$ cat config.mk
export PLATFORM = sky130hd
export DESIGN_NAME = strobed_handshake_io_host
export DESIGN_NICKNAME = d
export VERILOG_FILES = /design/src/hs_host_pkg.sv /design/src/strobed_handshake_io_host.sv /design/src/hs_bus_cycle.sv
export VERILOG_INCLUDE_DIRS = /design/src /design/src/src
export SDC_FILE = /design/constraint.sdc
export NUM_CORES = 1
export LEC_CHECK = 0
export ABC_CLOCK_PERIOD_IN_PS = 3500
export BUFFER_PORTS_ARGS = -buffer_cell sky130_fd_sc_hd__buf_2
export CAP_MARGIN = 30
export CORE_MARGIN = 1
export CORE_UTILIZATION = 45
export CTS_CLUSTER_SIZE = 8
export DETAILED_ROUTE_END_ITERATION = 16
export PLACE_DENSITY = 0.71
export SLEW_MARGIN = 20
export SYNTH_ARGS = -nofsm -noshare
export SYNTH_HDL_FRONTEND = slang
export SYNTH_SLANG_ARGS = --single-unit
$ cat constraint.sdc
create_clock -name CLK -period 3.5 [get_ports CLK]
set_input_delay 0.35 -clock CLK [delete_from_list [all_inputs] [get_ports CLK]]
set_output_delay 0.35 -clock CLK [all_outputs]
set_load 0.1 [all_outputs]
$ cat src/hs_host_params.svh
`ifndef HS_HOST_PARAMS_SVH
`define HS_HOST_PARAMS_SVH

// Clock rate and ns-to-cycles rounding up
`define HS_CLK_MHZ 100
`define HS_CYC_UP(ns) ((((ns) * `HS_CLK_MHZ) + 999) / 1000)

// Device bus timing, in ns
`define HS_T_RD_NS 150
`define HS_T_WR_NS 100
`define HS_T_WD_NS 30
`define HS_T_RV_NS 300

// Device bus timing, in cycles
`define HS_RD_CYC `HS_CYC_UP(`HS_T_RD_NS)
`define HS_WR_CYC `HS_CYC_UP(`HS_T_WR_NS)
`define HS_HOLD_CYC `HS_CYC_UP(`HS_T_WD_NS)
`define HS_REC_CYC `HS_CYC_UP(`HS_T_RV_NS)

// APB register offsets
`define HS_OFF_CMD 8'h00
`define HS_OFF_STATUS 8'h04
`define HS_OFF_CTRL 8'h08

// Command word fields
`define HS_CMD_ADDR_LSB 8
`define HS_CMD_RD_BIT 10
`define HS_CMD_BITOP_BIT 11
`define HS_CMD_RST 32'h0000_0000

// Control register fields
`define HS_CTRL_RESET_BIT 0
`define HS_CTRL_RST 1'b0

// Device addresses and control word fields
`define HS_DEV_PORTC 2'h2
`define HS_DEV_CTRL 2'h3
`define HS_CW_MODE_BIT 7

// Port C positions of the request enables
`define HS_EN_POS_B 3'h2
`define HS_EN_POS_A_IN 3'h4
`define HS_EN_POS_A_OUT 3'h6

`endif

$ cat src/hs_host_pkg.sv
package hs_host_pkg;

    // Device bus cycle sequencer, Gray along the path except S_RECOVER to S_IDLE
    typedef enum logic [2:0] {
        S_IDLE = 3'b000,
        S_SETUP = 3'b001,
        S_STROBE = 3'b011,
        S_HOLD = 3'b010,
        S_RECOVER = 3'b110
    } seq_state_t;

    typedef logic [7:0] byte_t;

endpackage : hs_host_pkg

$ cat src/strobed_handshake_io_host.sv
// The implementer's own choices: the placing of the registers and the APB interface to the registers.
`timescale 1ns/10ps
`include "hs_host_params.svh"

// Summary of operation
// - Strobed ports borrow port C lines; peripheral strobes, device drives flags.
// - Peripheral pulls load_strobe_n low; device latches data on that level.
// - Output data valid only at output_full_n rising edge; peripheral latches then.
// - Any order allowed if write precedes accept and strobe precedes read.

module strobed_handshake_io_host import hs_host_pkg::*; (
    // Clock and reset
    input wire logic CLK,
    input wire logic RSTN,
    // APB slave
    input wire logic PSEL,
    input wire logic PENABLE,
    input wire logic PWRITE,
    input wire logic [7:0] PADDR,
    input wire logic [31:0] PWDATA,
    output logic [31:0] PRDATA,
    output logic PREADY,
    output logic PSLVERR,
    // Device bus pins
    output logic DEV_CS_N,
    output logic DEV_RD_N,
    output logic DEV_WR_N,
    output logic [1:0] DEV_A,
    input wire logic [7:0] DEV_D_I,
    output logic [7:0] DEV_D_O,
    output logic DEV_D_OE,
    output logic DEV_RESET,
    // Service request pins from the device
    input wire logic GRPA_SREQ,
    input wire logic GRPB_SREQ
);

    logic [1:0] rst_sync_ff;
    byte_t d_meta_ff, d_sync_ff;
    logic [1:0] sreq_meta_ff, sreq_sync_ff;
    logic pready_ff, pslverr_ff, dev_reset_ff, done_flag_ff;
    logic [31:0] prdata_ff, cmd_ff;
    logic [2:0] en_ff;
    logic seq_busy, seq_done;
    byte_t seq_rbyte;

    wire rst_n = rst_sync_ff[1];

    // Bytes sent for a command; a bit command is rebuilt in its fixed form
    function automatic byte_t dev_byte(input logic [31:0] w);
        if (w[`HS_CMD_BITOP_BIT]) begin
            return {4'h0, w[3:1], w[0]};
        end
        return w[7:0];
    endfunction : dev_byte

    // Device address for a command; bit commands always go to control
    function automatic logic [1:0] dev_addr(input logic [31:0] w);
        if (w[`HS_CMD_BITOP_BIT]) begin
            return `HS_DEV_CTRL;
        end
        return w[`HS_CMD_ADDR_LSB +: 2];
    endfunction : dev_addr

    // Reset release through two flops
    always_ff @(posedge CLK or negedge RSTN) begin
        if (!RSTN) begin
            rst_sync_ff <= 2'b00;
        end else begin
            rst_sync_ff <= {rst_sync_ff[0], 1'b1};
        end
    end

    // Pin inputs pass two flops; request lines are port C bits 3 and 0
    always_ff @(posedge CLK or negedge rst_n) begin
        if (!rst_n) begin
            d_meta_ff <= 8'h00;
            d_sync_ff <= 8'h00;
            sreq_meta_ff <= 2'b00;
            sreq_sync_ff <= 2'b00;
        end else begin
            d_meta_ff <= DEV_D_I;
            d_sync_ff <= d_meta_ff;
            sreq_meta_ff <= {GRPA_SREQ, GRPB_SREQ};
            sreq_sync_ff <= sreq_meta_ff;
        end
    end

    // APB decode; access runs two cycles, commit on the ready edge
    wire apb_first = PSEL && PENABLE && !pready_ff;
    wire apb_commit = PSEL && PENABLE && pready_ff;
    wire hit_cmd = (PADDR == `HS_OFF_CMD);
    wire hit_status = (PADDR == `HS_OFF_STATUS);
    wire hit_ctrl = (PADDR == `HS_OFF_CTRL);
    wire mapped = hit_cmd || hit_status || hit_ctrl;
    wire refuse = PWRITE && hit_cmd && seq_busy; // One command in flight
    wire cmd_go = apb_commit && PWRITE && hit_cmd && !pslverr_ff;
    wire ctrl_wr = apb_commit && PWRITE && hit_ctrl;
    wire reset_req = ctrl_wr && PWDATA[`HS_CTRL_RESET_BIT];

    // Decode of the command that just finished on the device bus
    wire [31:0] cur_cmd = cmd_ff;
    wire byte_t cur_byte = dev_byte(cur_cmd);
    // A bit command is always a control write, whatever its read bit says
    wire cur_is_ctrl = (cur_cmd[`HS_CMD_BITOP_BIT] || !cur_cmd[`HS_CMD_RD_BIT]) &&
                       (dev_addr(cur_cmd) == `HS_DEV_CTRL);
    wire mode_done = seq_done && cur_is_ctrl && cur_byte[`HS_CW_MODE_BIT];
    wire bit_done = seq_done && cur_is_ctrl && !cur_byte[`HS_CW_MODE_BIT];
    wire [2:0] bit_idx = cur_byte[3:1];

    // Shadow of the request enables as last programmed
    wire [2:0] en_hit = {bit_idx == `HS_EN_POS_A_OUT,
                         bit_idx == `HS_EN_POS_A_IN,
                         bit_idx == `HS_EN_POS_B} & {3{bit_done}};
    wire en_clear = mode_done || reset_req;
    wire [2:0] en_base = en_clear ? 3'b000 : en_ff;
    wire [2:0] nxt_en = (en_base & ~en_hit) | (en_hit & {3{cur_byte[0]}});

    // Read mux; status carries live request pins and last read byte
    wire [31:0] status_word = {16'h0000, seq_rbyte, 1'b0, en_ff, sreq_sync_ff,
                               done_flag_ff, seq_busy};
    wire [31:0] rd_mux = hit_cmd ? cmd_ff :
                         hit_status ? status_word :
                         hit_ctrl ? {31'h0000_0000, dev_reset_ff} : 32'h0000_0000;

    // APB answer, one wait state
    always_ff @(posedge CLK or negedge rst_n) begin
        if (!rst_n) begin
            pready_ff <= 1'b0;
            pslverr_ff <= 1'b0;
            prdata_ff <= 32'h0000_0000;
        end else begin
            pready_ff <= apb_first;
            pslverr_ff <= apb_first && (!mapped || refuse);
            prdata_ff <= (apb_first && !PWRITE) ? rd_mux : 32'h0000_0000;
        end
    end

    // Software state; the sequencer is idle whenever a command lands
    always_ff @(posedge CLK or negedge rst_n) begin
        if (!rst_n) begin
            cmd_ff <= `HS_CMD_RST;
            dev_reset_ff <= `HS_CTRL_RST;
            done_flag_ff <= 1'b0;
            en_ff <= 3'b000;
        end else begin
            if (cmd_go) begin
                cmd_ff <= PWDATA;
            end
            if (ctrl_wr) begin
                dev_reset_ff <= PWDATA[`HS_CTRL_RESET_BIT];
            end
            done_flag_ff <= seq_done || (done_flag_ff && !cmd_go);
            en_ff <= nxt_en;
        end
    end

    // Port writes are issued in software order, with no wait on any peer accept
    hs_bus_cycle u_cycle (
        .clk(CLK),
        .rst_n(rst_n),
        .start(cmd_go),
        .rd(PWDATA[`HS_CMD_RD_BIT] && !PWDATA[`HS_CMD_BITOP_BIT]),
        .addr(dev_addr(PWDATA)),
        .wbyte(dev_byte(PWDATA)),
        .d_in(d_sync_ff),
        .cs_n(DEV_CS_N),
        .rd_n(DEV_RD_N),
        .wr_n(DEV_WR_N),
        .a(DEV_A),
        .d_o(DEV_D_O),
        .d_oe(DEV_D_OE),
        .busy(seq_busy),
        .done(seq_done),
        .rbyte(seq_rbyte)
    );

    assign PRDATA = prdata_ff;
    assign PREADY = pready_ff;
    assign PSLVERR = pslverr_ff;
    assign DEV_RESET = dev_reset_ff;
endmodule : strobed_handshake_io_host

$ cat src/hs_bus_cycle.sv
`timescale 1ns/10ps
`include "hs_host_params.svh"

module hs_bus_cycle import hs_host_pkg::*; (
    // Clock and reset
    input wire logic clk,
    input wire logic rst_n,
    // Request
    input wire logic start,
    input wire logic rd,
    input wire logic [1:0] addr,
    input wire byte_t wbyte,
    input wire byte_t d_in,
    // Device pins
    output logic cs_n,
    output logic rd_n,
    output logic wr_n,
    output logic [1:0] a,
    output byte_t d_o,
    output logic d_oe,
    // Answer
    output logic busy,
    output logic done,
    output byte_t rbyte
);

    localparam int RD_CYC = `HS_RD_CYC;
    localparam int WR_CYC = `HS_WR_CYC;
    localparam int HOLD_CYC = `HS_HOLD_CYC;
    localparam int REC_CYC = `HS_REC_CYC;

    seq_state_t state_ff;
    logic [5:0] cnt_ff;
    logic rd_op_ff;
    logic cs_n_ff, rd_n_ff, wr_n_ff, d_oe_ff, done_ff;
    logic [1:0] a_ff;
    byte_t d_o_ff, rbyte_ff;

    // Strobe length depends on direction
    wire [5:0] strobe_last = rd_op_ff ? 6'(RD_CYC - 1) : 6'(WR_CYC - 1);
    wire [5:0] hold_last = 6'(HOLD_CYC - 1);
    wire [5:0] rec_last = 6'(REC_CYC - 1);

    assign cs_n = cs_n_ff;
    assign rd_n = rd_n_ff;
    assign wr_n = wr_n_ff;
    assign a = a_ff;
    assign d_o = d_o_ff;
    assign d_oe = d_oe_ff;
    assign done = done_ff;
    assign rbyte = rbyte_ff;
    assign busy = (state_ff != S_IDLE);

    // One device read or write cycle; address and data wrap the strobe
    always_ff @(posedge clk or negedge rst_n) begin
        if (!rst_n) begin
            state_ff <= S_IDLE;
            cnt_ff <= 6'h00;
            rd_op_ff <= 1'b0;
            cs_n_ff <= 1'b1;
            rd_n_ff <= 1'b1;
            wr_n_ff <= 1'b1;
            a_ff <= 2'h0;
            d_o_ff <= 8'h00;
            d_oe_ff <= 1'b0;
            done_ff <= 1'b0;
            rbyte_ff <= 8'h00;
        end else begin
            done_ff <= 1'b0;
            cnt_ff <= cnt_ff + 6'h01;
            unique case (state_ff)
                S_IDLE: begin
                    cnt_ff <= 6'h00;
                    if (start) begin
                        cs_n_ff <= 1'b0;
                        a_ff <= addr;
                        rd_op_ff <= rd;
                        d_o_ff <= wbyte;
                        d_oe_ff <= !rd; // Never drive the bus during a read
                        state_ff <= S_SETUP;
                    end
                end
                S_SETUP: begin
                    rd_n_ff <= !rd_op_ff;
                    wr_n_ff <= rd_op_ff;
                    cnt_ff <= 6'h00;
                    state_ff <= S_STROBE;
                end
                S_STROBE: begin
                    if (cnt_ff == strobe_last) begin
                        rd_n_ff <= 1'b1;
                        wr_n_ff <= 1'b1;
                        // Synced data lags the pin by two cycles, still past access time
                        if (rd_op_ff) begin
                            rbyte_ff <= d_in;
                        end
                        cnt_ff <= 6'h00;
                        state_ff <= S_HOLD;
                    end
                end
                S_HOLD: begin
                    // Data and address held past the write's rising edge
                    if (cnt_ff == hold_last) begin
                        cs_n_ff <= 1'b1;
                        d_oe_ff <= 1'b0;
                        cnt_ff <= 6'h00;
                        state_ff <= S_RECOVER;
                    end
                end
                S_RECOVER: begin
                    // Recovery keeps back-to-back cycles legal for the device
                    if (cnt_ff == rec_last) begin
                        done_ff <= 1'b1;
                        state_ff <= S_IDLE;
                    end
                end
                default: begin
                    state_ff <= S_IDLE;
                end
            endcase
        end
    end
endmodule : hs_bus_cycle

==> impl_results.md <==
* Status: complete, no violations
* Minimum clock period at about 2.2 ns
* Least-Margin Pin Slew at roughly 0.69 ns
* Netlist cell types at 45
* Yosys top cell by area: dfrtp_1
* Clock skew at approximately 0.0095 ns
* Final Cell Area at between 0.006 and 0.007 sq mm
* Remaining global-route overflow at 0
* Total power per unit cell area at 563 mW/mm^2
* First-pass GRT wire length at approximately 16 mm
* Synth warnings at 0
* Die area at ~0.011 sq mm
* Hold-fix buffer count after cts at 11
* Slowest CP cell: nor3_2
* Area grow syn2layout at 30.9%
* CTS max path bufs at 2
* CTS tree: built
* GPL Wtd Cong at 0.754
* DRT iter0 DRCs at 160
* Synth area leaders: dfrtp_1 65%, mux2_2 11%, nor2_1 2.4%
* Syn Area/Cell at 13.7 sq um
* Global routing met2 resource utilization at roughly 30%
* Final ANT Viol Nets at 0
* RSZ-0062 raised after global routing: false
* Delay-heaviest family, CP: simple AND/OR/NAND/NOR gates
* Fmax at between 0.4 and 0.5 GHz
* Initial core utilization at roughly 47%
* CP endpoint kind: register
* IO Count at between 100 and 150
* Setup tns final at 0 ns
* Post-DP HPWL at approximately 6.3 mm
* Vias per cell at 5.04
* Syn Nets at 401
* Post-synthesis sequential area ratio at 67.1%
* Synth Cell Area at between 0.004 and 0.005 sq mm
* CTS Buf Count at 17
* CP Cell Sequence: nor4b_1 > o211ai_1 > nor3_2 > mux2_2
* Root Buffer: clkbuf_8
* Kind of critical path: reg -> reg
* Clk slew on worst S/H paths at ~0.060 ns
* Lkg Pwr at just over 3 nW
* CP Buf/Inv Count at 0
* Relative slew slack at between 50% and 60%
* Post-synthesis sequential element count at around 130
* Max cap viols at 0
* Final Max Tran Viols at 0
* Worst-Skew Late Latency at roughly 0.51 ns
* Die width at roughly 100 microns
* CP startpoint kind: register
* Worst path max stage delay at 0.59 ns
* Top Usage Layer GRT: met2
* Met3 usage at between 5 and 6%
* Crit path required time at around 4 ns
* Final Hold Viols at 0
* Post-Syn Instances at ~340
* Port-buffer cells at around 100
* Largest net degree at the start of global routing at 73
* Ratio of cells with drive above 1 in the final layout at ~41%
* Initial antenna violation count at 0
* Worst hold path type: in -> reg
* Pre-antenna DRT Iters at 4
* Core Area at between 0.009 and 0.01 sq mm
* CTS H-tree lvls at 4
* Setup Buffers After CTS at 0
* WL final at around 9 mm
* Post-route DRC at 0
* Number of global-route vias before repair at a little over 3k
* Die height at 104 microns
* Post-DP Area at roughly 0.0054 sq mm
* Antenna diodes at 0
* Final setup vio count at 0
* VDD IR max at around 0.32 mV
* Post-synth top area share at approximately two thirds
* GRT Total Usage at a little under a fifth
* Nets at 528
* Met1 GRT Util at between 20% and 30%
* Gates resized, CTS repair at 0
* Row cnt at 36
* Top fanout value on the critical path at 8
* DR vias at 3102
* Drt wl/cell at about 15 microns
* Final Cycle Share at a little under two thirds
* Clock Sinks at 126
* Crit path arrival time at between 2 and 3 ns
==> Yosys cell counts, drive strengths merged <==
library cell,count
nor4bb,2
nand2,9
nand3,6
nand4,2
nand3b,2
xnor2,2
nor4,4
o211ai,2
o2111ai,3
nand2b,2
o21bai,2
or3,2
nor2,30
dfstp,3
nor2b,7
nor3,6
mux2i,1
o21a,1
o21ai,6
mux2,48
o32a,1
conb,1
o32ai,1
a21oi,6
a2bb2oi,1
clkbuf,8
buf,5
or4,2
a31oi,4
inv,7
a221oi,1
ha,3
nor3b,2
xor2,2
and4b,1
dfrtp,123
and2,17
and3,1
nor4b,1
a22oi,14
o22ai,2
==> stage by stage <==
stage / power [mW] / util [%] / instances / worst slack [ns] / hold WS [ns]
CTS: 3.51 / 61.9 / 616 / 1.24 / 0.0495
global route: 3.59 / 61.9 / 616 / 1.07 / 0.0510
global placement: 1.60 / 54.3 / 573 / 1.07 / 0.137
detailed placement: 1.60 / 54.3 / 573 / 1.03 / 0.136
floorplan: 1.55 / - / 343 / 1.27 / 0.0544
finish: 3.47 / 61.9 / 616 / 1.27 / 0.0752
==> kinds of logic after synthesis <==
family,Yosys count,share of synthesized area [%]
multiplexers,49,11.7
AO/OA/AOI/OAI,44,6.43
adder cells (fa/ha/maj),3,0.798
flip-flops,126,67.1
AND/OR/NAND/NOR,96,11.4
buffers and inverters,20,1.73
XOR/XNOR,4,0.745
other,1,0.0797
==> power by group <==
group	internal [mW]	switching, mW
clock	1.29	0.603
combinational	0.0386	0.0527
sequential	1.47	0.0174
total	2.80	0.673
==> per-layer routing <==
layer,up-vias,wire length [microns]
met5,-,0
met4,0,43
met3,5,561
met2,104,4580
met1,1530,4020
li1,1463,-
==> worst paths after layout <==
| path | end | slack (ns) | start | depth (start not counted) |
|---|---|---|---|---|
| setup / recovery | u_cycle.rbyte[7] | 1.27 | u_cycle.cnt_ff[2] | 4 |
| hold / removal | cmd_ff[20] | 0.08 | PWDATA[20] | 2 |
| setup reg to reg | u_cycle.rbyte[7] | 1.27 | u_cycle.cnt_ff[2] | 4 |
| hold reg to reg | d_sync_ff[5] | 0.35 | d_meta_ff[5] | 0 |
| max in group asynchronous | PRDATA[23] | 2.30 | rst_sync_ff[1] | 1 |
| min in group asynchronous | rst_sync_ff[1] | 0.16 | RSTN | 2 |
==> final cells by class <==
cell class / count / area [sq um]
clock buffer: 22 / 463
clock inverter: 10 / 184
fill: 800 / 3800
inverter: 7 / 26.3
multi-input combinational: 197 / 1470
sequential: 126 / 3160
tap: 133 / 166
timing repair buffer: 121 / 691
==> placed cells by master, fill, tap and decap left out, types with 5 or more instances in the layout <==
cell / Yosys / final
a21oi_1: 6 / 6
a22oi_1: 14 / 14
and2_1: 17 / 17
buf_2: 5 / 103
buf_4: 0 / 6
bufinv_16: 0 / 5
clkbuf_16: 0 / 16
dfrtp_1: 123 / 122
dlygate4sd3_1: 0 / 11
inv_1: 7 / 7
mux2_2: 48 / 48
nand2_1: 8 / 8
nand3_1: 6 / 6
nor2_1: 30 / 30
nor2b_1: 7 / 7
nor3_1: 5 / 5
o21ai_0: 6 / 6
==> sequential cells by signal (all words and copies together), names as in the netlist, 6 cells and up <==
register and flops:
u_cycle.cnt_ff 6, d_meta_ff 8, cmd_ff 32, u_cycle.rbyte 8
u_cycle.d_o 8, d_sync_ff 8, PRDATA 32
No activity file was read; power rests on OpenSTA's default activity.
